$ cat config.mk
export PLATFORM = sky130hd
export DESIGN_NAME = hcs_sequencer
export DESIGN_NICKNAME = d
export VERILOG_FILES = /design/src/hdl/hcs_pkg.sv /design/src/hdl/hcs_sequencer.sv
export SDC_FILE = /design/constraint.sdc
export NUM_CORES = 1
export LEC_CHECK = 0
export ABC_AREA = 1
export BUFFER_PORTS_ARGS = -buffer_cell sky130_fd_sc_hd__buf_2
export CAP_MARGIN = 20
export CORE_MARGIN = 4
export CORE_UTILIZATION = 40
export DETAILED_ROUTE_END_ITERATION = 8
export GPL_ROUTABILITY_DRIVEN = 0
export SLEW_MARGIN = 10
export SYNTH_ARGS = -nofsm -noshare
export SYNTH_HDL_FRONTEND = slang
export SYNTH_SLANG_ARGS = --single-unit
export TNS_END_PERCENT = 10
$ cat constraint.sdc
create_clock -name ref_clk -period 2.6 [get_ports ref_clk]
set_input_delay 0.39 -clock ref_clk [delete_from_list [all_inputs] [get_ports ref_clk]]
set_output_delay 0.39 -clock ref_clk [all_outputs]
set_load 0.02 [all_outputs]
$ cat src/hdl/hcs_pkg.sv
// Purpose: shared constants and types for the cvd sequencer
// Assumes: 8-bit register port, 10-bit converter result
// Notes: offsets are word indices on the plain register port
package hcs_pkg;
    localparam int ADDR_W = 5;
    localparam logic [4:0] OFF_CTRL0 = 5'h00;  // on, go
    localparam logic [4:0] OFF_CTRL3 = 5'h01;  // double, invert, polarities
    localparam logic [4:0] OFF_STAT = 5'h02;   // sequencer stage
    localparam logic [4:0] OFF_PRE = 5'h03;
    localparam logic [4:0] OFF_ACQ = 5'h04;
    localparam logic [4:0] OFF_GRD = 5'h05;
    localparam logic [4:0] OFF_CAP = 5'h06;
    localparam logic [4:0] OFF_RES0L = 5'h07;
    localparam logic [4:0] OFF_RES0H = 5'h08;
    localparam logic [4:0] OFF_RES1L = 5'h09;
    localparam logic [4:0] OFF_RES1H = 5'h0A;
    localparam logic [4:0] OFF_SEC = 5'h0B;
    localparam logic [4:0] OFF_TXLO = 5'h0C;
    localparam logic [4:0] OFF_TXHI = 5'h0D;
    localparam logic [4:0] OFF_TXSH = 5'h0E;
    localparam logic [4:0] OFF_IRQ = 5'h0F;    // done flag, write 1 clears
    localparam logic [4:0] OFF_CHAN = 5'h10;   // primary channel select
    // control0 bits
    localparam int B_ON = 0;
    localparam int B_GO = 1;
    // control3 bits
    localparam int B_DSEN = 6;
    localparam int B_IPEN = 1;
    localparam int B_EPPOL = 0;
    localparam int B_IPPOL = 2;
    // guard register bits
    localparam int B_GAOE = 7;
    localparam int B_GBOE = 6;
    localparam int B_GPOL = 5;
    localparam int B_TXPOL = 4;
    localparam int RES_W = 10;
    localparam int NCH = 24;                  // 8 low, 8 high, 8 shared
    localparam int BITS_W = 4;
    localparam logic [3:0] LAST_BIT = 4'h9;
    localparam logic [1:0] GAP_CYCLES = 2'h2;  // between two samples
    localparam logic [7:0] RST8 = 8'h00;
    localparam logic [3:0] STAT_IDLE = 4'h0;

    typedef enum logic [3:0] {
        HCS_IDLE = 4'h0,
        HCS_PRE1 = 4'h1,
        HCS_ACQ1 = 4'h2,
        HCS_CNV1 = 4'h3,
        HCS_GAP = 4'h4,
        HCS_PRE2 = 4'h5,
        HCS_ACQ2 = 4'h6,
        HCS_CNV2 = 4'h7,
        HCS_DONE = 4'h8
    } hcs_state_t;

    // pin-side controls that travel together
    typedef struct packed {
        logic guardA;
        logic guardB;
        logic guardAOe;
        logic guardBOe;
        logic chanDrive;      // selected pin driven during precharge
        logic chanLevel;
        logic holdBias;       // internal precharge level
        logic holdIsolate;    // mux open during precharge
        logic extraCapOn;
    } hcs_pins_t;
endpackage

$ cat src/hdl/hcs_sequencer.sv
// Purpose: hardware cvd sequencer around a sar converter
// Assumes: converter returns one bit per cycle msb first on cmpBit
// Notes: special event trigger is a same-clock one-cycle pulse
`timescale 1ns/1ns
// Behaviour
// - completion clears the go flag.
// - completion sets the conversion-done interrupt flag.
// - completion loads result high and low registers.
// - go cleared during a conversion stores partial result, filling with last bit.
// - readable status register shows the current sequencer stage.
// - reset clears registers, converter off, conversion abandoned.
// - double sampling gives two conversions per start event.
// - in double mode go clears only after second conversion.
// - without inversion both samples use identical precharge levels.
// - first result goes to result pair zero.
// - second sample starts two cycles after first conversion completes.
// - inversion flips precharge and guard polarity used for sample two.
// - second result goes to result pair one.
// - guard outputs a and b, own enables, shared polarity.
// - guards active while on, polarity at precharge, toggle at acquire.
// - double plus invert inverts guard levels in second sample.
// - enabled transmit channels pulse while on, except selected channel.
// - transmit starts at polarity, toggles at acquire, inverts sample two when inversion is on.
// - four-bit extra hold capacitance, disconnected during conversion.
// - secondary channels forced input, driven like primary in precharge.
// - primary selection connects as soon as written; secondary selections only while on and outside precharge.
// - nonzero precharge count inserts that many cycles; zero skips.
// - acquisition follows precharge, or starts at the start event.
// - precharge isolates hold, biases it, drives pin; acquire releases.
// - clearing converter on halts the conversion at once.
module hcs_sequencer
(
    input wire logic ref_clk, // 250 MHz clock
    input wire logic arst_n, // async reset, low
    input wire logic [hcs_pkg::ADDR_W-1:0] regAddr, // register index
    input wire logic [7:0] regWdata, // write data
    input wire logic regWr, // write strobe
    input wire logic regRd, // read strobe
    output logic [7:0] regRdata, // read data, next cycle
    input wire logic trigger, // special event trigger
    input wire logic cmpBit, // sar comparator decision
    output logic convActive, // converter sampling bits
    output logic convPowered, // converter on
    output hcs_pkg::hcs_pins_t pins, // pin-side drive controls
    output logic [3:0] extraCap, // extra hold cap select
    output logic [7:0] secondaryConn, // secondary channels on bus
    output logic [7:0] secondaryDrive, // secondary output override
    output logic [5:0] primaryConn, // primary channel on bus
    output logic [hcs_pkg::NCH-1:0] txOut, // transmit levels
    output logic [hcs_pkg::NCH-1:0] txOe, // transmit drive enables
    output logic doneIrq // conversion-done flag
);
    import hcs_pkg::*;

    // ****************************************************
    // register state
    // ****************************************************
    logic [7:0] ctrl0_q, ctrl0_d, ctrl3_q, ctrl3_d, pre_q, pre_d;
    logic [7:0] acq_q, acq_d, grd_q, grd_d, cap_q, cap_d, sec_q, sec_d;
    logic [7:0] txLo_q, txLo_d, txHi_q, txHi_d, txSh_q, txSh_d;
    logic [7:0] chan_q, chan_d, rdata_q, rdata_d;
    logic [RES_W-1:0] res0_q, res0_d, res1_q, res1_d;
    logic irq_q, irq_d;
    hcs_state_t state_q, state_d;
    logic [6:0] cnt_q, cnt_d;
    logic [BITS_W-1:0] bit_q, bit_d;
    logic [RES_W-1:0] sar_q, sar_d;
    logic guard_q, guard_d, tx_q, tx_d;
    logic goSet, goClr, startEv, halt, second, inv, storeRes, lastBit;
    logic epol, ipol, gpol;
    logic [RES_W-1:0] fillRes;
    logic [NCH-1:0] txEn, selMask;

    assign second = (state_q == HCS_PRE2) || (state_q == HCS_ACQ2)
                    || (state_q == HCS_CNV2);
    // inversion only matters in the second sample of a double
    assign inv = second && ctrl3_q[B_DSEN] && ctrl3_q[B_IPEN];
    assign epol = ctrl3_q[B_EPPOL] ^ inv;
    assign ipol = ctrl3_q[B_IPPOL] ^ inv;
    assign gpol = grd_q[B_GPOL] ^ inv;
    assign goSet = regWr && regAddr == OFF_CTRL0 && regWdata[B_GO]
                   && ctrl0_q[B_ON];
    assign goClr = regWr && regAddr == OFF_CTRL0 && !regWdata[B_GO];
    assign startEv = (goSet && !ctrl0_q[B_GO] || trigger && ctrl0_q[B_ON])
                     && state_q == HCS_IDLE;
    // a write that turns the converter off stops at once, not a cycle late
    assign halt = !ctrl0_q[B_ON] || (regWr && regAddr == OFF_CTRL0
                  && !regWdata[B_ON]);
    assign lastBit = bit_q == LAST_BIT;

    // partial result: undecided bits copy the last decided bit
    always_comb
    begin
        fillRes = sar_q;
        for (int i = 0; i < RES_W; i++)
            if (i < RES_W - int'(bit_q))
                fillRes[i] = (bit_q == '0) ? 1'b0
                             : sar_q[RES_W - int'(bit_q)];
    end

    // ****************************************************
    // sequencer next state
    // ****************************************************
    always_comb
    begin
        state_d = state_q;
        cnt_d = cnt_q;
        bit_d = bit_q;
        sar_d = sar_q;
        guard_d = guard_q;
        tx_d = tx_q;
        storeRes = 1'b0;
        unique case (state_q)
            HCS_IDLE:
            begin
                if (startEv)
                begin
                    // precharge skipped when its count is zero
                    if (pre_q[6:0] != '0)
                    begin
                        state_d = HCS_PRE1;
                        cnt_d = pre_q[6:0];
                        guard_d = grd_q[B_GPOL];
                        tx_d = grd_q[B_TXPOL];
                    end
                    else
                    begin
                        state_d = HCS_ACQ1;
                        cnt_d = acq_q[6:0];
                        guard_d = !grd_q[B_GPOL];
                        tx_d = !grd_q[B_TXPOL];
                    end
                end
            end
            HCS_PRE1, HCS_PRE2:
            begin
                cnt_d = cnt_q - 7'h01;
                if (cnt_q <= 7'h01)
                begin
                    state_d = second ? HCS_ACQ2 : HCS_ACQ1;
                    cnt_d = acq_q[6:0];
                    guard_d = !guard_q;
                    tx_d = !tx_q;
                end
            end
            HCS_ACQ1, HCS_ACQ2:
            begin
                cnt_d = cnt_q - 7'h01;
                if (cnt_q <= 7'h01)
                begin
                    state_d = second ? HCS_CNV2 : HCS_CNV1;
                    bit_d = '0;
                    sar_d = '0;
                end
            end
            HCS_CNV1, HCS_CNV2:
            begin
                sar_d[RES_W - 1 - int'(bit_q)] = cmpBit;
                bit_d = bit_q + 4'h1;
                if (lastBit)
                begin
                    storeRes = 1'b1;
                    if (state_q == HCS_CNV1 && ctrl3_q[B_DSEN])
                    begin
                        state_d = HCS_GAP;
                        cnt_d = {5'h00, GAP_CYCLES};
                    end
                    else
                    begin
                        state_d = HCS_DONE;
                    end
                end
            end
            HCS_GAP:
            begin
                cnt_d = cnt_q - 7'h01;
                if (cnt_q <= 7'h01)
                begin
                    // second sample starts here with go still set
                    if (pre_q[6:0] != '0)
                    begin
                        state_d = HCS_PRE2;
                        cnt_d = pre_q[6:0];
                        guard_d = gpol ^ ctrl3_q[B_IPEN];
                        tx_d = grd_q[B_TXPOL] ^ ctrl3_q[B_IPEN];
                    end
                    else
                    begin
                        state_d = HCS_ACQ2;
                        cnt_d = acq_q[6:0];
                        guard_d = !(grd_q[B_GPOL] ^ ctrl3_q[B_IPEN]);
                        tx_d = !(grd_q[B_TXPOL] ^ ctrl3_q[B_IPEN]);
                    end
                end
            end
            HCS_DONE: state_d = HCS_IDLE;
            default: state_d = HCS_IDLE;
        endcase
        // early stop by go clear, or converter turned off
        if (state_q != HCS_IDLE && (halt || goClr))
        begin
            state_d = HCS_IDLE;
        end
    end

    // ****************************************************
    // register file next values
    // ****************************************************
    always_comb
    begin
        ctrl0_d = ctrl0_q;
        ctrl3_d = ctrl3_q;
        pre_d = pre_q;
        acq_d = acq_q;
        grd_d = grd_q;
        cap_d = cap_q;
        sec_d = sec_q;
        txLo_d = txLo_q;
        txHi_d = txHi_q;
        txSh_d = txSh_q;
        chan_d = chan_q;
        res0_d = res0_q;
        res1_d = res1_q;
        irq_d = irq_q;
        if (regWr)
        begin
            unique case (regAddr)
                OFF_CTRL0: ctrl0_d = {6'h00, regWdata[B_GO] &&
                                      (ctrl0_q[B_ON] || ctrl0_q[B_GO]),
                                      regWdata[B_ON]};
                OFF_CTRL3: ctrl3_d = regWdata;
                OFF_PRE: pre_d = {1'b0, regWdata[6:0]};
                OFF_ACQ: acq_d = {1'b0, regWdata[6:0]};
                OFF_GRD: grd_d = regWdata;
                OFF_CAP: cap_d = {4'h0, regWdata[3:0]};
                OFF_SEC: sec_d = regWdata;
                OFF_TXLO: txLo_d = regWdata;
                OFF_TXHI: txHi_d = regWdata;
                OFF_TXSH: txSh_d = regWdata;
                OFF_CHAN: chan_d = {2'h0, regWdata[5:0]};
                OFF_IRQ: irq_d = irq_q && !regWdata[0];
                default: ;
            endcase
        end
        if (trigger && ctrl0_q[B_ON] && state_q == HCS_IDLE)
            ctrl0_d[B_GO] = 1'b1;
        // partial store on early go clear, no done flag
        if (goClr && state_q != HCS_IDLE && !halt)
        begin
            if (state_q == HCS_CNV2)
                res1_d = fillRes;
            else if (state_q == HCS_CNV1)
                res0_d = fillRes;
        end
        if (storeRes)
        begin
            if (state_q == HCS_CNV2)
                res1_d = sar_d;
            else
                res0_d = sar_d;
        end
        if (state_q == HCS_DONE)
        begin
            ctrl0_d[B_GO] = 1'b0;
            irq_d = 1'b1;
        end
        if (halt)
            ctrl0_d[B_GO] = 1'b0;
    end

    // read mux, answer one cycle after the strobe
    always_comb
    begin
        rdata_d = RST8;
        if (regRd)
        begin
            unique case (regAddr)
                OFF_CTRL0: rdata_d = ctrl0_q;
                OFF_CTRL3: rdata_d = ctrl3_q;
                OFF_STAT: rdata_d = {4'h0, state_q};
                OFF_PRE: rdata_d = pre_q;
                OFF_ACQ: rdata_d = acq_q;
                OFF_GRD: rdata_d = grd_q;
                OFF_CAP: rdata_d = cap_q;
                OFF_RES0L: rdata_d = res0_q[7:0];
                OFF_RES0H: rdata_d = {6'h00, res0_q[9:8]};
                OFF_RES1L: rdata_d = res1_q[7:0];
                OFF_RES1H: rdata_d = {6'h00, res1_q[9:8]};
                OFF_SEC: rdata_d = sec_q;
                OFF_TXLO: rdata_d = txLo_q;
                OFF_TXHI: rdata_d = txHi_q;
                OFF_TXSH: rdata_d = txSh_q;
                OFF_IRQ: rdata_d = {7'h00, irq_q};
                OFF_CHAN: rdata_d = chan_q;
                default: rdata_d = RST8;
            endcase
        end
    end

    // ****************************************************
    // flip-flops
    // ****************************************************
    // reset returns everything, so a pending conversion is dropped
    always_ff @(posedge ref_clk or negedge arst_n)
    begin
        if (!arst_n)
        begin
            ctrl0_q <= RST8;
            ctrl3_q <= RST8;
            pre_q <= RST8;
            acq_q <= RST8;
            grd_q <= RST8;
            cap_q <= RST8;
            sec_q <= RST8;
            txLo_q <= RST8;
            txHi_q <= RST8;
            txSh_q <= RST8;
            chan_q <= RST8;
            rdata_q <= RST8;
            res0_q <= '0;
            res1_q <= '0;
            irq_q <= 1'b0;
            state_q <= HCS_IDLE;
            cnt_q <= '0;
            bit_q <= '0;
            sar_q <= '0;
            guard_q <= 1'b0;
            tx_q <= 1'b0;
        end
        else
        begin
            ctrl0_q <= ctrl0_d;
            ctrl3_q <= ctrl3_d;
            pre_q <= pre_d;
            acq_q <= acq_d;
            grd_q <= grd_d;
            cap_q <= cap_d;
            sec_q <= sec_d;
            txLo_q <= txLo_d;
            txHi_q <= txHi_d;
            txSh_q <= txSh_d;
            chan_q <= chan_d;
            rdata_q <= rdata_d;
            res0_q <= res0_d;
            res1_q <= res1_d;
            irq_q <= irq_d;
            state_q <= state_d;
            cnt_q <= cnt_d;
            bit_q <= bit_d;
            sar_q <= sar_d;
            guard_q <= guard_d;
            tx_q <= tx_d;
        end
    end

    // ****************************************************
    // pin-side outputs
    // ****************************************************
    assign txEn = {txSh_q, txHi_q, txLo_q};
    // the channel under conversion never transmits
    generate
        for (genvar g = 0; g < NCH; g++)
        begin : gTx
            assign selMask[g] = chan_q[5:0] == 6'(g);
            assign txOe[g] = txEn[g] && ctrl0_q[B_ON] && !selMask[g];
            assign txOut[g] = tx_q && txOe[g];
        end
    endgenerate

    assign regRdata = rdata_q;
    assign doneIrq = irq_q;
    assign convPowered = ctrl0_q[B_ON];
    assign convActive = state_q == HCS_CNV1 || state_q == HCS_CNV2;
    assign pins.guardAOe = grd_q[B_GAOE] && ctrl0_q[B_ON];
    assign pins.guardBOe = grd_q[B_GBOE] && ctrl0_q[B_ON];
    assign pins.guardA = guard_q && pins.guardAOe;
    assign pins.guardB = guard_q && pins.guardBOe;
    assign pins.holdIsolate = state_q == HCS_PRE1 || state_q == HCS_PRE2;
    assign pins.chanDrive = pins.holdIsolate;
    assign pins.chanLevel = epol && pins.holdIsolate;
    assign pins.holdBias = ipol && pins.holdIsolate;
    // extra cap stays off the bus while bits are decided
    assign pins.extraCapOn = ctrl0_q[B_ON] && !convActive;
    assign extraCap = pins.extraCapOn ? cap_q[3:0] : 4'h0;
    assign secondaryConn = ctrl0_q[B_ON] && !pins.holdIsolate
                           ? sec_q : 8'h00;
    assign secondaryDrive = pins.holdIsolate ? sec_q : 8'h00;
    assign primaryConn = chan_q[5:0];
endmodule

==> summary.txt <==
Synth
  • Top FF cell, synth: dfrtp_1
  • Post-Syn Nets: 1143
  • Mean Syn Cell Area: 7.11 um^2
  • Post-synth EDFFs: 0
  • Synthesized instance count: 1114
  • Top post-synthesis cells by area: dfrtp_1 (41%), nand2_1 (12%), inv_1 (6.6%), nor2_1 (5.5%), o21ai_0 (5.4%)
  • Synth Area in Adders: 0.0158
  • Count leader, synth: nand2_1
  • Post-synthesis compound-gate area fraction: 0.175
  • Yosys top cell area share: 0.411
  • Sequential area share after synthesis: 0.411
  • Cell variety after synth: 49
  • Post-synthesis simple-gate area fraction: 0.295
  • Yosys reg bits: 130
  • Multiplexer area fraction after synthesis: 0
  • Mapped cell area: 7920 um^2
  • Ys async rst share: 1.00
  • Largest family of logic cells by synthesized area: simple AND/OR/NAND/NOR gates
  • Xor/xnor cell area share of the yosys netlist: 0.0118
  • Synth area leader: dfrtp_1
  • Commonest cells post-synth: nand2_1 (263), inv_1 (140), dfrtp_1 (130), nor2_1 (115), o21ai_0 (86)
  • Synth Warn #: 0

Timing
  • Final TNS setup: 0 ns
  • Hold Vio Cnt, Final: 0
  • F_max: 0.412 GHz
  • Final period utilization: 0.933
  • Clock Skews: 0.0107 ns
  • Hold slack: 0.329 ns
  • Post-layout min period: 2.42 ns
  • Max-slew violations: 0
  • Finish-stage setup viols: 0
  • Max-slew headroom: 0.542
  • Final WS setup: 0.175 ns
  • RSZ-0062 raised after global routing: false
  • Worst slew pin tran: 0.687 ns

Min path
  • Hold/Removal Path Class: in2reg

Power and ir drop
  • Part of the power in registers: 0.328
  • Pint: 4.82 mW
  • Combinational power share: 0.407
  • Clk network pwr share: 0.265
  • Pwr per Cell Area: 941 nW/um^2
  • Max rail drop VDD: 0.648 mV
  • Switch Pwr: 4.02 mW
  • Lkg Pwr: 4.85 nW
  • Switching share of power: 0.455

Floorplan
  • Site row count: 51
  • Die width: 149 um
  • Chip height: 149 um
  • Area of the die: 22100 um^2
  • Core ar.: 19500 um^2
  • Initial Util: 0.407
  • Io pins: 113

Finish
  • Core Util, Final: 0.482
  • # fillers: 1975
  • Area growth syn-to-layout: 18.5%
  • Sequential cell area: 3250 um^2
  • Ant. Diodes: 0
  • Area occupied by multi-input gates: 3950 um^2
  • Fin nets: 1260
  • Layout cells sized above 1: 0.178

Drt
  • 1st-iter DRT viols: 826
  • Drt wl/cell: 18.4 um
  • Post-DRT Antenna Nets: 0
  • Total Wirelength: 27700 um
  • Drt drc: 0
  • Via count of the routed design: 8111
  • First drt pass iteration count: 6
  • Vias per cell: 5.38

Clocking
  • Clk_lat worst skew: 0.43 ns
  • Post-CTS setup buffer count: 0
  • CTS sink count: 130
  • CTS HTree Levels: 4
  • Longest Clk Path Bufs: 2
  • CTS Buf Count: 17
  • Clock-pin slew on the worst setup and hold paths: 0.06 ns
  • CTS root buffer: clkbuf_16
  • CTS tree: yes

Global route
  • GRT Residual Overflow: 0
  • Initial antenna violation count: 1
  • All-Layer GR Usage: 0.250
  • Number of global-route vias before repair: 7377
  • Largest net degree at the start of global routing: 47
  • First-pass GRT wire length: 42700 um

Place
  • DP Worst Slack: 0.328 ns
  • Hpwl dp: 21000 um
  • PortBufs: 112

Worst setup path
  • Critical path arrival: 2.03 ns
  • Worst EP required: 2.21 ns
  • Reg2Reg Setup Slack: 0.28 ns
  • Startpoint Class: flip-flop
  • Kind of critical path: reg2out
  • Crit-path max FO: 11
  • Worst setup EP type: primary output

Run status
  • Status: finished, final reports clean

Flow run
  • Count of max-cap constraint violations: 0
==> per-layer routing <==
metal / part of all wire / vias up / track usage
met5: 0.00040 / - / 0
met3: 0.084 / 47 / 0.0509
met2: 0.45 / 363 / 0.378
met1: 0.44 / 3816 / 0.363
met4: 0.025 / 2 / 0.0744
li1: - / 3883 / -
==> registers in the layout (all words and copies together) (netlist names), 7 cells and up <==
| signal | cells |
|---|---|
| txLo_q | 8 |
| res1_q | 10 |
| txSh_q | 8 |
| grd_q | 8 |
| sec_q | 8 |
| ctrl3_q | 8 |
| acq_q | 7 |
| pre_q | 7 |
| regRdata | 8 |
| txHi_q | 8 |
| res0_q | 10 |
| sar_q | 10 |
| cnt_q | 7 |
==> power groups by stage <==
stage / logic (mW) / clock network, mW / registers, mW
4_1_cts: 3.56 / 2.37 / 2.89
5_1_grt: 4.03 / 2.47 / 2.95
3_3_place_gp: 3.52 / 0 / 2.92
3_5_place_dp: 3.55 / 0 / 2.92
6_report: 3.59 / 2.34 / 2.90
2_1_floorplan: 2.56 / 0 / 2.80
==> through the flow <==
stage / total power [mW] / cells / instance area (um^2)
global route: 9.45 / 1509 / 9390
CTS: 8.82 / 1509 / 9380
floorplan: 5.37 / 1114 / 7920
global placement: 6.43 / 1476 / 8810
finish: 8.83 / 1509 / 9390
detailed placement: 6.46 / 1476 / 8810
==> layout by cell type (no fill, tap or decap), types with 10 or more instances in the layout <==
| cell | count |
|---|---|
| o22ai_1 | 11 |
| nor2_2 | 12 |
| nand2_1 | 262 |
| inv_2 | 18 |
| nand4_1 | 11 |
| a22oi_1 | 10 |
| inv_1 | 140 |
| nor2_1 | 115 |
| ha_1 | 10 |
| a21oi_1 | 65 |
| o21ai_1 | 47 |
| buf_2 | 111 |
| buf_4 | 11 |
| nand3_1 | 77 |
| o21ai_0 | 86 |
| clkbuf_16 | 17 |
| nor3_1 | 13 |
| dfrtp_1 | 130 |
==> final cells by class <==
type | instances | area share
multi-input cells | 797 | 0.420
flip-flops and latches | 130 | 0.346
repair buffers | 126 | 0.0745
inverters | 159 | 0.0636
clock buffers | 17 | 0.0453
well taps | 265 | 0.0353
clock inverters | 15 | 0.0145
==> critical path: stages (launching register included) <==
cell and delay [ns]:
dfrtp_1 0.61, inv_1 0.32, nor2_1 0.30, inv_1 0.12
nor2_1 0.09, buf_2 0.16
==> logic make-up (layout without fill, tap and decap cells) <==
family          count (synthesis)  count (layout)
compound gates                250             250
xor+xnor                        9               9
fa+ha+maj                      10              10
buf+inv                       187             317
flops                         130             130
simple gates                  528             528
==> what timing repair did <==
| action | 4_1_cts | 5_1_grt |
|---|---|---|
| hold buffers | 1 | 0 |
| endpoints found under the hold margin | 40 | 0 |
| endpoints found under the setup margin | 0 | 6 |
| gates resized for setup | 0 | 2 |
==> final timing paths <==
check	from	end	cells past startpoint
worst max register to register	bit_q[2]$_DFFE_PN0P_	res1_q[2]$_DFF_PN0_	9
worst min-delay path	cmpBit	sar_q[5]$_DFF_PN0_	3
worst max-delay path	ctrl0_q[0]$_DFFE_PN0N_	extraCap[0]	5
min in group asynchronous	arst_n	chan_q[4]$_DFFE_PN0P_	2
worst min register to register	cap_q[2]$_DFFE_PN0P_	cap_q[2]$_DFFE_PN0P_	2
max in group asynchronous	arst_n	res0_q[7]$_DFF_PN0_	3
(Power assumes the default switching activity.)
